[src/smbus_tgt_defines.svh]
// Timing counts and field constants for the serial target port
`ifndef SMBUS_TGT_DEFINES_SVH
`define SMBUS_TGT_DEFINES_SVH
`define CLK_HZ 20000000
`define TIMEOUT_MIN_MS 25
`define TIMEOUT_MAX_MS 35
// Aim between the two limits: 30 ms
`define TIMEOUT_MS 30
`define TIMEOUT_CYC ((`TIMEOUT_MS * (`CLK_HZ / 1000)))
`define POR_READY_MS 5
`define POR_READY_CYC ((`POR_READY_MS * (`CLK_HZ / 1000)))
`define CLOCK_HIGH_MAX_US 50
`define ADDR_BASE 7'h68
`define ADDR_MID 7'h6A
`define ADDR_HIGH 7'h6C
`endif

[src/smbus_tgt_pkg.sv]
// Types shared by the serial target port
package smbus_tgt_pkg;
  typedef enum logic [1:0] {
    SEL_LOW = 2'b00,
    SEL_MID = 2'b01,
    SEL_HIGH = 2'b10
  } addr_sel_e;
  typedef struct packed {
    logic start;
    logic stop;
    logic rise;
    logic fall;
  } bus_ev_s;
  typedef struct packed {
    logic [7:0] data;
    logic is_read;
  } xfer_s;
endpackage

[src/smbus_low_timer.sv]
// Counts one uninterrupted low interval of a bus line
`timescale 1ns/100ps
`default_nettype none
module smbus_low_timer #(
  parameter int unsigned LIMIT = 600000
) (
  input wire logic clk_i,
  input wire logic rst_i,
  input wire logic line_i,
  output logic expired_o
);
  logic [19:0] cnt_reg;
  always_ff @(posedge clk_i or posedge rst_i) begin
    if (rst_i) begin
      cnt_reg <= 20'h0_0000;
    end else if (line_i) begin
      cnt_reg <= 20'h0_0000;
    end else if (cnt_reg != LIMIT[19:0]) begin
      cnt_reg <= cnt_reg + 20'h0_0001;
    end
  end
  // Pulse once per low interval, not a level, so the abort is single
  assign expired_o = !line_i && (cnt_reg == LIMIT[19:0] - 20'h0_0001);
endmodule
`default_nettype wire

[src/smbus_target.sv]
// Serial target port with clock-low and data-low bus timeouts
`timescale 1ns/100ps
`default_nettype none
`include "smbus_tgt_defines.svh"
module smbus_target (
  // Clock and reset
  input wire logic CLK_I,
  input wire logic RST_I,
  // Control pins
  input wire logic SUPPLY_GOOD_INPUT_I,
  input wire smbus_tgt_pkg::addr_sel_e TARGET_ADDRESS_SELECT_I,
  // Bus pins
  input wire logic SCL_I,
  input wire logic SDA_I,
  output logic SDA_O,
  output logic SDA_OE_O,
  // User side
  output var smbus_tgt_pkg::xfer_s XFER_O,
  output logic XFER_VALID_O,
  input wire logic [7:0] RD_DATA_I,
  output logic READY_O,
  output logic TIMEOUT_O
);
  import smbus_tgt_pkg::*;
  typedef enum logic [2:0] {
    ST_IDLE = 3'b000,
    ST_ADDR = 3'b001,
    ST_ACK = 3'b010,
    ST_WR = 3'b011,
    ST_RD = 3'b100,
    ST_RACK = 3'b101,
    ST_SKIP = 3'b110
  } state_e;
  localparam int unsigned TO_CYC = `TIMEOUT_CYC;
  localparam logic [19:0] POR_CYC = 20'(`POR_READY_CYC);
  logic [2:0] scl_sync_reg, sda_sync_reg;
  logic [1:0] pg_sync_reg;
  logic [1:0] sel_meta_reg;
  addr_sel_e sel_sync_reg;
  logic scl, sda, pg_ok;
  bus_ev_s ev;
  logic scl_to, sda_to, abort;
  logic [19:0] por_reg;
  logic ready_reg;
  logic [6:0] my_addr_reg;
  state_e state_reg;
  logic [3:0] bit_reg;
  logic [7:0] sh_reg;
  logic rd_reg;
  logic sda_oe_reg;
  xfer_s xfer_reg;
  logic xvalid_reg;
  logic to_reg;

  // Two-stage synchronisers; stage 0 read only by stage 1
  always_ff @(posedge CLK_I or posedge RST_I) begin
    if (RST_I) begin
      scl_sync_reg <= 3'b111;
      sda_sync_reg <= 3'b111;
      pg_sync_reg <= 2'b00;
      sel_meta_reg <= 2'b00;
      sel_sync_reg <= SEL_LOW;
    end else begin
      scl_sync_reg <= {scl_sync_reg[1:0], SCL_I};
      sda_sync_reg <= {sda_sync_reg[1:0], SDA_I};
      pg_sync_reg <= {pg_sync_reg[0], SUPPLY_GOOD_INPUT_I};
      // Strap pin is asynchronous too, so it gets the same two stages
      sel_meta_reg <= TARGET_ADDRESS_SELECT_I;
      sel_sync_reg <= addr_sel_e'(sel_meta_reg);
    end
  end
  assign scl = scl_sync_reg[1];
  assign sda = sda_sync_reg[1];
  assign pg_ok = pg_sync_reg[1];
  // One driver for the whole event bundle
  assign ev = '{
    start: scl && scl_sync_reg[2] && sda_sync_reg[2] && !sda,
    stop: scl && scl_sync_reg[2] && !sda_sync_reg[2] && sda,
    rise: scl && !scl_sync_reg[2],
    fall: !scl && scl_sync_reg[2]
  };

  smbus_low_timer #(.LIMIT(TO_CYC)) u_scl_timer (
    .clk_i(CLK_I),
    .rst_i(RST_I),
    .line_i(scl),
    .expired_o(scl_to)
  );
  smbus_low_timer #(.LIMIT(TO_CYC)) u_sda_timer (
    .clk_i(CLK_I),
    .rst_i(RST_I),
    .line_i(sda),
    .expired_o(sda_to)
  );
  assign abort = scl_to || sda_to;

  // Readiness delay after reset, exactly the 5 ms bound (POR_CYC cycles)
  always_ff @(posedge CLK_I or posedge RST_I) begin
    if (RST_I) begin
      por_reg <= 20'h0_0000;
      ready_reg <= 1'b0;
    end else if (!ready_reg) begin
      por_reg <= por_reg + 20'h0_0001;
      ready_reg <= (por_reg == POR_CYC - 20'h0_0001);
    end
  end

  // Strap captured by a clocked process while not yet ready
  always_ff @(posedge CLK_I or posedge RST_I) begin
    if (RST_I) begin
      my_addr_reg <= `ADDR_BASE;
    end else if (!ready_reg) begin
      case (sel_sync_reg)
        SEL_LOW: my_addr_reg <= `ADDR_BASE;
        SEL_MID: my_addr_reg <= `ADDR_MID;
        SEL_HIGH: my_addr_reg <= `ADDR_HIGH;
        default: my_addr_reg <= `ADDR_BASE;
      endcase
    end
  end

  // Protocol state machine
  always_ff @(posedge CLK_I or posedge RST_I) begin
    if (RST_I) begin
      state_reg <= ST_IDLE;
      bit_reg <= 4'h0;
      sh_reg <= 8'h00;
      rd_reg <= 1'b0;
      sda_oe_reg <= 1'b0;
    end else if (!ready_reg || !pg_ok || abort) begin
      state_reg <= ST_IDLE;
      sda_oe_reg <= 1'b0;
      bit_reg <= 4'h0;
    end else if (ev.start) begin
      state_reg <= ST_ADDR;
      bit_reg <= 4'h0;
      sda_oe_reg <= 1'b0;
    end else if (ev.stop) begin
      state_reg <= ST_IDLE;
      sda_oe_reg <= 1'b0;
    end else begin
      case (state_reg)
        ST_ADDR, ST_WR: begin
          if (ev.rise) begin
            sh_reg <= {sh_reg[6:0], sda};
            bit_reg <= bit_reg + 4'h1;
          end else if (ev.fall && bit_reg == 4'h8) begin
            bit_reg <= 4'h0;
            if (state_reg == ST_WR || sh_reg[7:1] == my_addr_reg) begin
              state_reg <= ST_ACK;
              sda_oe_reg <= 1'b1;
              if (state_reg == ST_ADDR) begin
                rd_reg <= sh_reg[0];
              end
            end else begin
              state_reg <= ST_SKIP;
            end
          end
        end
        ST_ACK: begin
          if (ev.fall) begin
            if (rd_reg) begin
              state_reg <= ST_RD;
              sh_reg <= RD_DATA_I;
              sda_oe_reg <= !RD_DATA_I[7];
              bit_reg <= 4'h1;
            end else begin
              state_reg <= ST_WR;
              sda_oe_reg <= 1'b0;
            end
          end
        end
        ST_RD: begin
          if (ev.fall) begin
            if (bit_reg == 4'h8) begin
              state_reg <= ST_RACK;
              sda_oe_reg <= 1'b0;
            end else begin
              sda_oe_reg <= !sh_reg[3'(7 - bit_reg)];
              bit_reg <= bit_reg + 4'h1;
            end
          end
        end
        ST_RACK: begin
          if (ev.rise) begin
            state_reg <= sda ? ST_SKIP : ST_ACK;
          end
        end
        ST_SKIP: state_reg <= ST_SKIP;
        ST_IDLE: state_reg <= ST_IDLE;
        default: state_reg <= ST_IDLE;
      endcase
    end
  end

  // Completed write data bytes to the register side
  always_ff @(posedge CLK_I or posedge RST_I) begin
    if (RST_I) begin
      xfer_reg <= '0;
      xvalid_reg <= 1'b0;
    end else begin
      xvalid_reg <= 1'b0;
      if (pg_ok && ready_reg && !abort && state_reg == ST_WR &&
          ev.fall && bit_reg == 4'h8) begin
        xfer_reg <= '{data: sh_reg, is_read: 1'b0};
        xvalid_reg <= 1'b1;
      end
    end
  end

  always_ff @(posedge CLK_I or posedge RST_I) begin
    if (RST_I) begin
      to_reg <= 1'b0;
    end else begin
      to_reg <= abort;
    end
  end

  assign SDA_O = 1'b0;
  assign SDA_OE_O = sda_oe_reg;
  assign XFER_O = xfer_reg;
  assign XFER_VALID_O = xvalid_reg;
  assign READY_O = ready_reg && pg_ok;
  assign TIMEOUT_O = to_reg;

  property p_abort_release;
    @(posedge CLK_I) disable iff (RST_I)
    abort |=> !SDA_OE_O && state_reg == ST_IDLE;
  endproperty
  a_abort_release: assert property (p_abort_release)
    else $error("bus not released after timeout");
  property p_scl_timeout;
    @(posedge CLK_I) disable iff (RST_I)
    scl_to |=> TIMEOUT_O;
  endproperty
  a_scl_timeout: assert property (p_scl_timeout)
    else $error("clock timeout not flagged");
  property p_reset_state;
    @(posedge CLK_I) disable iff (RST_I)
    scl_to |=> state_reg == ST_IDLE;
  endproperty
  a_reset_state: assert property (p_reset_state)
    else $error("state not reset after clock timeout");
  property p_supply;
    @(posedge CLK_I) disable iff (RST_I)
    !pg_ok |=> !SDA_OE_O && !XFER_VALID_O;
  endproperty
  a_supply: assert property (p_supply)
    else $error("driving bus without supply good");
  property p_ready;
    @(posedge CLK_I) disable iff (RST_I)
    $rose(ready_reg) |-> por_reg == POR_CYC;
  endproperty
  a_ready: assert property (p_ready)
    else $error("ready at wrong time");
  property p_addr;
    @(posedge CLK_I) disable iff (RST_I)
    ready_reg |-> my_addr_reg inside {`ADDR_BASE, `ADDR_MID, `ADDR_HIGH};
  endproperty
  a_addr: assert property (p_addr)
    else $error("bad target address");
  property p_restart;
    @(posedge CLK_I) disable iff (RST_I)
    scl |=> !scl_to && u_scl_timer.cnt_reg == 20'h0_0000;
  endproperty
  a_restart: assert property (p_restart)
    else $error("timeout while line high");
  property p_stable_ready;
    @(posedge CLK_I) disable iff (RST_I)
    ready_reg |=> ready_reg;
  endproperty
  a_stable_ready: assert property (p_stable_ready)
    else $error("ready dropped");
  c_write: cover property (@(posedge CLK_I) XFER_VALID_O);
  c_read: cover property (@(posedge CLK_I) state_reg == ST_RD);
  c_sda_to: cover property (@(posedge CLK_I) sda_to);
  c_scl_to: cover property (@(posedge CLK_I) scl_to);
endmodule
`default_nettype wire

[config.mk]
export PLATFORM = sky130hd
export DESIGN_NAME = smbus_target
export DESIGN_NICKNAME = d
export VERILOG_FILES = /design/src/smbus_tgt_pkg.sv /design/src/smbus_low_timer.sv /design/src/smbus_target.sv
export VERILOG_INCLUDE_DIRS = /design/src
export SDC_FILE = /design/constraint.sdc
export NUM_CORES = 1
export LEC_CHECK = 0
export ABC_AREA = 1
export BUFFER_PORTS_ARGS = -buffer_cell sky130_fd_sc_hd__buf_2
export CAP_MARGIN = 20
export CORE_AREA = 2 2 113 137
export DETAILED_ROUTE_END_ITERATION = 8
export DIE_AREA = 0 0 115 139
export SLEW_MARGIN = 30
export SYNTH_ARGS = -nofsm -noshare
export SYNTH_HDL_FRONTEND = slang
export SYNTH_HIERARCHICAL = 1
export SYNTH_SLANG_ARGS = --single-unit
[constraint.sdc]
create_clock -name CLK_I -period 3.8 [get_ports CLK_I]
set_clock_uncertainty 0.1 [all_clocks]
set_input_delay 0.19 -clock CLK_I [delete_from_list [all_inputs] [get_ports CLK_I]]
set_output_delay 0.19 -clock CLK_I [all_outputs]
set_load 0.1 [all_outputs]
==> results of run 1 <==
==> repair_timing <==
action                                 CTS  global route
hold buffers                            11             0
endpoints found under the hold margin   80             0
resized for setup                        0             0
==> tightest hold or removal path, stage by stage <==
cell	delay (ns)
buf_2	0.08
o211ai_1	0.09
o21ai_0	0.08
==> area by class of cell <==
class | count | area [µm²]
clock inverter | 7 | 72.6
fill | 1470 | 8240
tap | 178 | 223
timing repair buffer | 38 | 248
sequential | 102 | 2560
multi-input combinational | 531 | 2800
clock buffer | 9 | 225
inverter | 92 | 347
==> logic make-up after synthesis <==
group,after synthesis,share of synthesized area
adders and majority gates,7,0.0152
and+or+nand+nor,422,0.351
AOI/OAI and AO/OA,68,0.0697
xor gates and xnor gates,32,0.0487
other,1,0.000651
DFF,102,0.444
buffers and inverters,101,0.0706
==> power breakdown <==
part | internal (µW) | switching (µW) | leakage, µW
clock network | 460 | 447 | 0.000145
logic | 25.4 | 55.9 | 0.00162
registers | 1100 | 17.7 | 0.00133
==> metal layers <==
layer	vias to the layer above	GRT usage	routed length, µm
met1	2126	0.218	5500
met5	-	0	0
met3	21	0.0358	273
met4	0	0.0558	227
li1	2407	-	-
met2	54	0.270	6120
==> metrics by stage <==
step	setup WS (ns)	total power, µW
after floorplan	1.65	1190
after global placement	1.19	1210
after detailed placement	1.05	1210
after CTS	1.04	2140
after global routing	0.738	2200
final	1.08	2110
==> cells in the mapped netlist, types with 2 or more instances <==
| master | count |
|---|---|
| a21oi_1 | 19 |
| buf_2 | 3 |
| buf_4 | 2 |
| buf_6 | 2 |
| clkbuf_1 | 2 |
| clkinv_1 | 2 |
| dfrtp_1 | 96 |
| dfstp_2 | 6 |
| ha_1 | 7 |
| inv_1 | 83 |
| inv_2 | 6 |
| nand2_1 | 179 |
| nand2_2 | 20 |
| nand2_4 | 9 |
| nand3_1 | 51 |
| nand3_2 | 4 |
| nand4_1 | 13 |
| nor2_1 | 98 |
| nor2_2 | 11 |
| nor2_4 | 13 |
| nor3_1 | 14 |
| nor4_1 | 5 |
| o211ai_1 | 6 |
| o211ai_2 | 2 |
| o21a_1 | 2 |
| o21ai_0 | 28 |
| o21ai_1 | 2 |
| o21ai_2 | 3 |
| o21bai_1 | 2 |
| o22ai_1 | 2 |
| xnor2_1 | 6 |
| xor2_1 | 26 |
==> worst paths after layout <==
| path | slack (ns) | start | to | cells after the start |
|---|---|---|---|---|
| max | 1.08 | scl_sync_reg[1] | XFER_O[2] | 8 |
| min | 0.02 | RD_DATA_I[2] | sh_reg[2] | 3 |
| max reg2reg | 1.08 | scl_sync_reg[1] | XFER_O[2] | 8 |
| min reg2reg | 0.25 | sel_meta_reg[0] | sel_sync_reg[0] | 0 |
| max in group asynchronous | 2.32 | RST_I | por_reg[11] | 4 |
| min in group asynchronous | 0.45 | RST_I | state_reg[1] | 3 |
==> results_dict.tcl, run 1 <==
set metrics [dict create \
    status "complete, no violations" \
    cts.sinks 102 \
    cp_cell_sequence "clkinv_1 > nand4_1 > nor4_1 > nor2_1 > nand2_4 > inv_1 > nand3_1 > o21ai_0" \
    period_needed_ns 2.72 \
    synth_edf_count 0 \
    ir_worst_vdd_mv 0.321 \
    die_w_um 115 \
    cp_num_buf_inv 2 \
    power.density_mw_per_mm2 326 \
    start_util 0.391 \
    cellLeakagePower_uw 0.00309 \
    hold_viol 0 \
    vias 4608 \
    ctsHtreeMaxLevel 3 \
    gp_congestion 0.888 \
    drc_errors 0 \
    hpwl_um 9080 \
    grt_max_degree 38 \
    rsz0062_at_grt "no" \
    die_y_um 139 \
    drt-wirelength-per-cell_um 12.7 \
    diodes 0 \
    numCtsBuffers 9 \
    grt-ovfl-total 0 \
    setup_violations 0 \
    post-route-period-util 0.717 \
    yosysSeqAreaShare 0.444 \
    cp.required_ns 3.96 \
    via_per_inst 4.82 \
    root_buffer "clkbuf_16" \
    drtPass1Iterations 5 \
    ant_nets 0 \
    place_area_mm2 0.00606 \
    antenna_found_initial 0 \
    dieArea_mm2 0.0160 \
    synth_area_per_cell_um2 7.86 \
    grt_pass1_wl_um 21400 \
    path_delay_family "simple AND/OR/NAND/NOR gates" \
    ys_dominant_reg_cell "dfrtp_1" \
    netlist-cell-type-count 41 \
    end_kind "register" \
    maxCapViolations 0 \
    cts_setup_buffers 0 \
    startpoint_type "register" \
    tightestPinTransition_ns 0.779 \
    grt_pass1_vias 4498 \
    final_common_cell "nand2_1" \
    yosys_warnings 6 \
    first_iter_violations 285 \
    arrival_ns 2.88 \
    async_flop_share 1.00 \
    path_clk_slew_ns 0.08 \
    tns_ns 0 \
    wl_um 12100 \
    slowest_delay_ns 0.74 \
    synth_area_leaders "dfrtp_1 (42%), nand2_1 (12%), nor2_1 (6.4%)" \
    yosysTopAreaCellShare 0.417 \
    dpl.cell_count 930 \
    rows 49 \
    port_buffers 26 \
    slew_headroom 0.480 \
    final_util 0.440 \
    ctsLongestPathBuffers 2 \
    drv_slew 0 \
    syn_area_mm2 0.00576 \
    synth_top_cell_by_area "dfrtp_1" \
    cts_tree "yes" \
    area_growth_pct 12.4 \
    hold_ws_ns 0.0204 \
    crit_slowest_cell "dfstp_2" \
    final_cell_mix "nand2_1 (179), nor2_1 (98), dfrtp_1 (96)" \
    postLayoutCellArea_mm2 0.00647 \
    synth_seq_cells 102 \
    layout-drive-gt1-share 0.158 \
    io_pins 29 \
    nets 796 \
    core_mm2 0.0147 \
    cp_max_fo 17 \
    hold_path_class "in2reg" \
    grt.total_usage 0.166 \
    clkLatencyLatePin_ns 0.35 \
    instances_no_fill 957 \
    synth_cells 733 \
    fmax_mhz 367 \
    crit_type "reg2reg" \
]
Power figures use the tool's default switching activity.
==> run 2, diff against run 1 <==
==> constraint.sdc (replaced) <==
create_clock -name CLK_I -period 2.9 [get_ports CLK_I]
set_clock_uncertainty 0.1 [all_clocks]
set_input_delay 0.145 -clock CLK_I [delete_from_list [all_inputs] [get_ports CLK_I]]
set_output_delay 0.145 -clock CLK_I [all_outputs]
set_load 0.1 [all_outputs]
==> run 2 against run 1 <==
Clock power grew 40%. Clock-buffer cell count increased by 2. Total power up 35%. Sequential share of layout area is 0.52 points lower. Critical endpoint is now bit_reg[0]. Largest cell class unchanged. Largest power group unchanged. Highest routed layer unchanged.
==> results_dict.tcl, run 2 (synthesis gave the netlist of run 1 again) <==
set metrics [dict create \
    status "complete, no violations" \
    p_sw_uw 641 \
    layout-drive-gt1-share 0.163 \
    grt_pass1_vias 4429 \
    p_int_uw 2210 \
    ctsHtreeMaxLevel 3 \
    rsz0062_at_grt "no" \
    end_kind "register" \
    slew_headroom 0.485 \
    core_mm2 0.0147 \
    final_cell_mix "nand2_1 (179), nor2_1 (98), dfrtp_1 (96)" \
    ir_worst_vdd_mv 0.269 \
    die_w_um 115 \
    via_per_inst 4.78 \
    hold_path_class "in2async" \
    numCtsBuffers 9 \
    cts_setup_buffers 0 \
    start_util 0.391 \
    instances_no_fill 964 \
    port_buffers 26 \
    io_pins 29 \
    timing.critical_path.from "u_scl_timer/cnt_reg[0]" \
    dieArea_mm2 0.0160 \
    first_iter_violations 280 \
    hpwl_um 8790 \
    crit_type "reg2reg" \
    startpoint_type "register" \
    wl_um 11800 \
    worst_path_most_repeated_cell "nand2_1" \
    clkLatencyLatePin_ns 0.35 \
    final_common_cell "nand2_1" \
    area_growth_pct 13.9 \
    cp_cell_sequence "ha_1 > nand3_2 > inv_2 > nand2_1 > nor4_1 > nor2_1 > nand2_4 > o21ai_0 > o21ai_2 > nand2_2 > nand2_1 > nand2_1" \
    path_clk_slew_ns 0.07 \
    ctsLongestPathBuffers 2 \
    grt_pass1_wl_um 20700 \
    switching_share 0.225 \
    cp.required_ns 3.04 \
    grt.total_usage 0.160 \
    hold_viol 0 \
    grt_max_degree 53 \
    p_seq_frac 0.512 \
    r2r-start "u_scl_timer/cnt_reg[0]" \
    combPwrFrac 0.042 \
    seq_area_mm2 0.00256 \
    drt-wirelength-per-cell_um 12.2 \
    dp_worst_setup_slack_ns 0.286 \
    drtPass1Iterations 4 \
    vias 4606 \
    ant_nets 0 \
    slowest_delay_ns 0.44 \
    arrival_ns 2.67 \
    path_delay_family "simple AND/OR/NAND/NOR gates" \
    antenna_found_initial 0 \
    gp_congestion 0.844 \
    p_clk_frac 0.446 \
    cts.sinks 102 \
    power.density_mw_per_mm2 434 \
    cp_num_buf_inv 1 \
    cts_tree "yes" \
    period_needed_ns 2.52 \
    diodes 0 \
    cp_max_fo 7 \
    drv_slew 0 \
    post-route-period-util 0.871 \
    layout_setup_ws_ns 0.375 \
    drc_errors 0 \
    dpl.cell_count 934 \
    setup_violations 0 \
    rows 49 \
    root_buffer "clkbuf_16" \
    die_y_um 139 \
    fmax_mhz 396 \
    maxCapViolations 0 \
    grt-ovfl-total 0 \
    cellLeakagePower_uw 0.00313 \
    fillers 1514 \
    nets 803 \
    tns_ns 0 \
    tightestPinTransition_ns 0.772 \
    crit_slowest_cell "dfrtp_1" \
    multi_input_area_mm2 0.00280 \
]
[run 2: changes by cell type in the layout (fill, tap and decap cells not counted), sizes merged]
cell	delta
buf	+4
bufinv	+1
clkbuf	+2
dlygate4sd3	+3
clkinv	-4
clkinvlp	+1
[run 2: power by group through the flow]
stage / clock [µW] / sequential (µW) / combinational (µW)
2_1_floorplan: 0 / 1480 / 73.3
3_3_place_gp: 0 / 1480 / 109
3_5_place_dp: 0 / 1490 / 109
4_1_cts: 1310 / 1460 / 124
5_1_grt: 1370 / 1460 / 138
6_report: 1270 / 1460 / 120
[run 2: through the flow]
stage	hold slack, ns	power (µW)	utilization	area, µm²
after global placement	0.00935	1590	0.414	6090
final	0.183	2850	0.446	6560
after floorplan	0.00883	1560	-	5760
after detailed placement	0.0115	1590	0.414	6090
after global routing	0.204	2970	0.446	6560
after CTS	0.189	2890	0.445	6550
[run 2: cell type report]
cell class	instances	area share
Sequential cell	102	0.390
Timing Repair Buffer	45	0.0469
Clock buffer	11	0.0385
Clock inverter	5	0.0101
Multi-Input combinational cell	531	0.427
Inverter	92	0.0529
Tap cell	178	0.0340
[run 2: what timing repair did]
action                                 CTS  global route
endpoints found under the hold margin   63             0
gates resized for setup                  0             1
setup endpoints to repair                0             9
hold buffers                            14             0
[run 2: worst min-delay path: cells and delay by family]
| kind | cells | cell delay, ns |
|---|---|---|
| buffers and inverters | 3 | 0.86 |
[run 2: routing by layer]
metal  wire, µm  GRT usage  vias to the layer above
li1           -          -                     2419
met1       5470      0.211                     2127
met2       5780      0.259                       49
met3        352     0.0328                       11
met4        171     0.0564                        0
met5          0          0                        -
[run 2: worst paths after layout]
path | slack [ns] | cells after the start | endpoint
worst max-delay path | 0.38 | 12 | bit_reg[0]
worst min-delay path | 0.18 | 3 | bit_reg[3]
worst max register to register | 0.38 | 12 | bit_reg[0]
worst min register to register | 0.25 | 0 | pg_sync_reg[1]
max in group asynchronous | 1.62 | 4 | sel_meta_reg[0]
min in group CLK_I | 0.25 | 0 | pg_sync_reg[1]
==> run 3, diff against run 2 <==
--- a/config.mk
+++ b/config.mk
@@ -12,6 +12,8 @@
 export CORE_AREA = 2 2 113 137
 export DETAILED_ROUTE_END_ITERATION = 8
 export DIE_AREA = 0 0 115 139
+export HOLD_SLACK_MARGIN = 0.1
+export REMOVE_ABC_BUFFERS = 1
 export SLEW_MARGIN = 30
 export SYNTH_ARGS = -nofsm -noshare
 export SYNTH_HDL_FRONTEND = slang
==> run 3 against run 2 <==
Non-clock buffer count unchanged. Final area fell by 0.53%. Hold slack gained 0.019 ns. Combinational power is essentially flat. First-iteration DRC count fell by 4.3%. Largest cell class unchanged. Highest routed layer unchanged.
==> results_dict.tcl, run 3 (synthesis gave the netlist of run 1 again) <==
set metrics [dict create \
    crit_slowest_cell "dfrtp_1" \
    final_common_cell "nand2_1" \
    slew_headroom 0.470 \
    grt.total_usage 0.162 \
    setup_violations 0 \
    area_growth_pct 13.3 \
    hpwl_um 9030 \
    p_int_uw 2100 \
    hold_viol 0 \
    start_util 0.391 \
    numCtsBuffers 9 \
    fillers 1510 \
    wl_um 12000 \
    fmax_mhz 402 \
    grt_pass1_wl_um 20900 \
    cts-resized-gates 0 \
    period_needed_ns 2.49 \
    path_clk_slew_ns 0.08 \
    status "complete, no violations" \
    p_seq_frac 0.527 \
    ir_worst_vdd_mv 0.325 \
    cp_max_fo 17 \
    p_clk_frac 0.429 \
    dp_worst_setup_slack_ns 0.361 \
    crit_type "reg2reg" \
    grt_max_degree 27 \
    arrival_ns 2.61 \
    via_per_inst 4.80 \
    ant_nets 0 \
    vias 4627 \
    layout-drive-gt1-share 0.162 \
    die_w_um 115 \
    drtPass1Iterations 4 \
    drt-wirelength-per-cell_um 12.4 \
    die_y_um 139 \
    diodes 0 \
    hold_path_class "in2async" \
    root_buffer "clkbuf_16" \
    cts_setup_buffers 0 \
    combPwrFrac 0.044 \
    layout_setup_ws_ns 0.412 \
    drc_errors 0 \
    ctsLongestPathBuffers 2 \
    r2r_slack_ns 0.41 \
    maxCapViolations 0 \
    cts_tree "yes" \
    cts.sinks 102 \
    dieArea_mm2 0.0160 \
    cellLeakagePower_uw 0.00312 \
    dpl.cell_count 934 \
    postLayoutCellArea_mm2 0.00652 \
    cp.required_ns 3.02 \
    power.density_mw_per_mm2 424 \
    tightestPinTransition_ns 0.795 \
    multi_input_area_mm2 0.00280 \
    first_iter_violations 268 \
    post-route-period-util 0.858 \
    drv_slew 0 \
    seq_area_mm2 0.00256 \
    slowest_delay_ns 0.44 \
    p_sw_uw 667 \
    instances_no_fill 964 \
    nets 803 \
    cp_cell_sequence "ha_1 > nand3_2 > inv_2 > nand2_1 > nor4_1 > nor2_1 > nand2_4 > inv_1 > nand3_1 > o21ai_0" \
    end_kind "register" \
    final_cell_mix "nand2_1 (179), nor2_1 (98), dfrtp_1 (96)" \
    antenna_found_initial 0 \
    port_buffers 26 \
    place_area_mm2 0.00609 \
    tns_ns 0 \
    grt_pass1_vias 4514 \
    rows 49 \
    grt-ovfl-total 0 \
    io_pins 29 \
    startpoint_type "register" \
    gp_congestion 0.887 \
    ctsHtreeMaxLevel 3 \
    clkLatencyLatePin_ns 0.36 \
    rsz0062_at_grt "no" \
    switching_share 0.241 \
    core_mm2 0.0147 \
]
## run 3: what timing repair did
| action | 4_1_cts | 5_1_grt |
|---|---|---|
| hold buffers | 14 | 0 |
| endpoints found under the setup margin | 0 | 0 |
| hold endpoints to repair | 112 | 0 |
## run 3: metal layers
metal / vias up / wire (µm) / GRT usage
li1: 2419 / - / -
met3: 19 / 248 / 0.0284
met4: 0 / 256 / 0.0653
met5: - / 0 / 0
met1: 2148 / 5630 / 0.211
met2: 41 / 5840 / 0.267
## run 3: critical path: cells and delay by family, from the launching register on
family          cells  cell delay (ns)
flops               1             0.44
simple gates        6             1.21
compound gates      1             0.15
fa+ha+maj           1             0.29
buf+inv             2             0.16
## run 3: final cells by class
cell class | instances | area share
sequential | 102 | 0.392
inverter | 92 | 0.0531
multi-input combinational | 531 | 0.429
tap | 178 | 0.0341
clock inverter | 6 | 0.00767
clock buffer | 10 | 0.0366
timing repair buffer | 45 | 0.0472
## run 3: power groups by stage
stage,combinational (µW),sequential (µW),clock [µW]
after CTS,125,1460,1240
after floorplan,67.8,1490,0
after global placement,110,1480,0
after detailed placement,110,1490,0
final,121,1460,1190
after global routing,138,1460,1280
## run 3: through the flow
step	hold slack, ns	power, µW	utilization
finish	0.202	2770	0.443
global route	0.257	2880	0.443
CTS	0.203	2820	0.443
detailed placement	0.0473	1600	0.414
global placement	0.0457	1590	0.414
floorplan	0.00883	1550	-
## run 3: final timing paths
path                                        startpoint                     end  depth (start not counted)
worst max-delay path            u_scl_timer/cnt_reg[0]               XFER_O[2]                         10
worst min-delay path                             RST_I              bit_reg[3]                          3
worst max register to register  u_scl_timer/cnt_reg[0]               XFER_O[2]                         10
worst min register to register          pg_sync_reg[0]          pg_sync_reg[1]                          0
max in group asynchronous                        RST_I  u_sda_timer/cnt_reg[9]                          3
min in group CLK_I                      pg_sync_reg[0]          pg_sync_reg[1]                          0
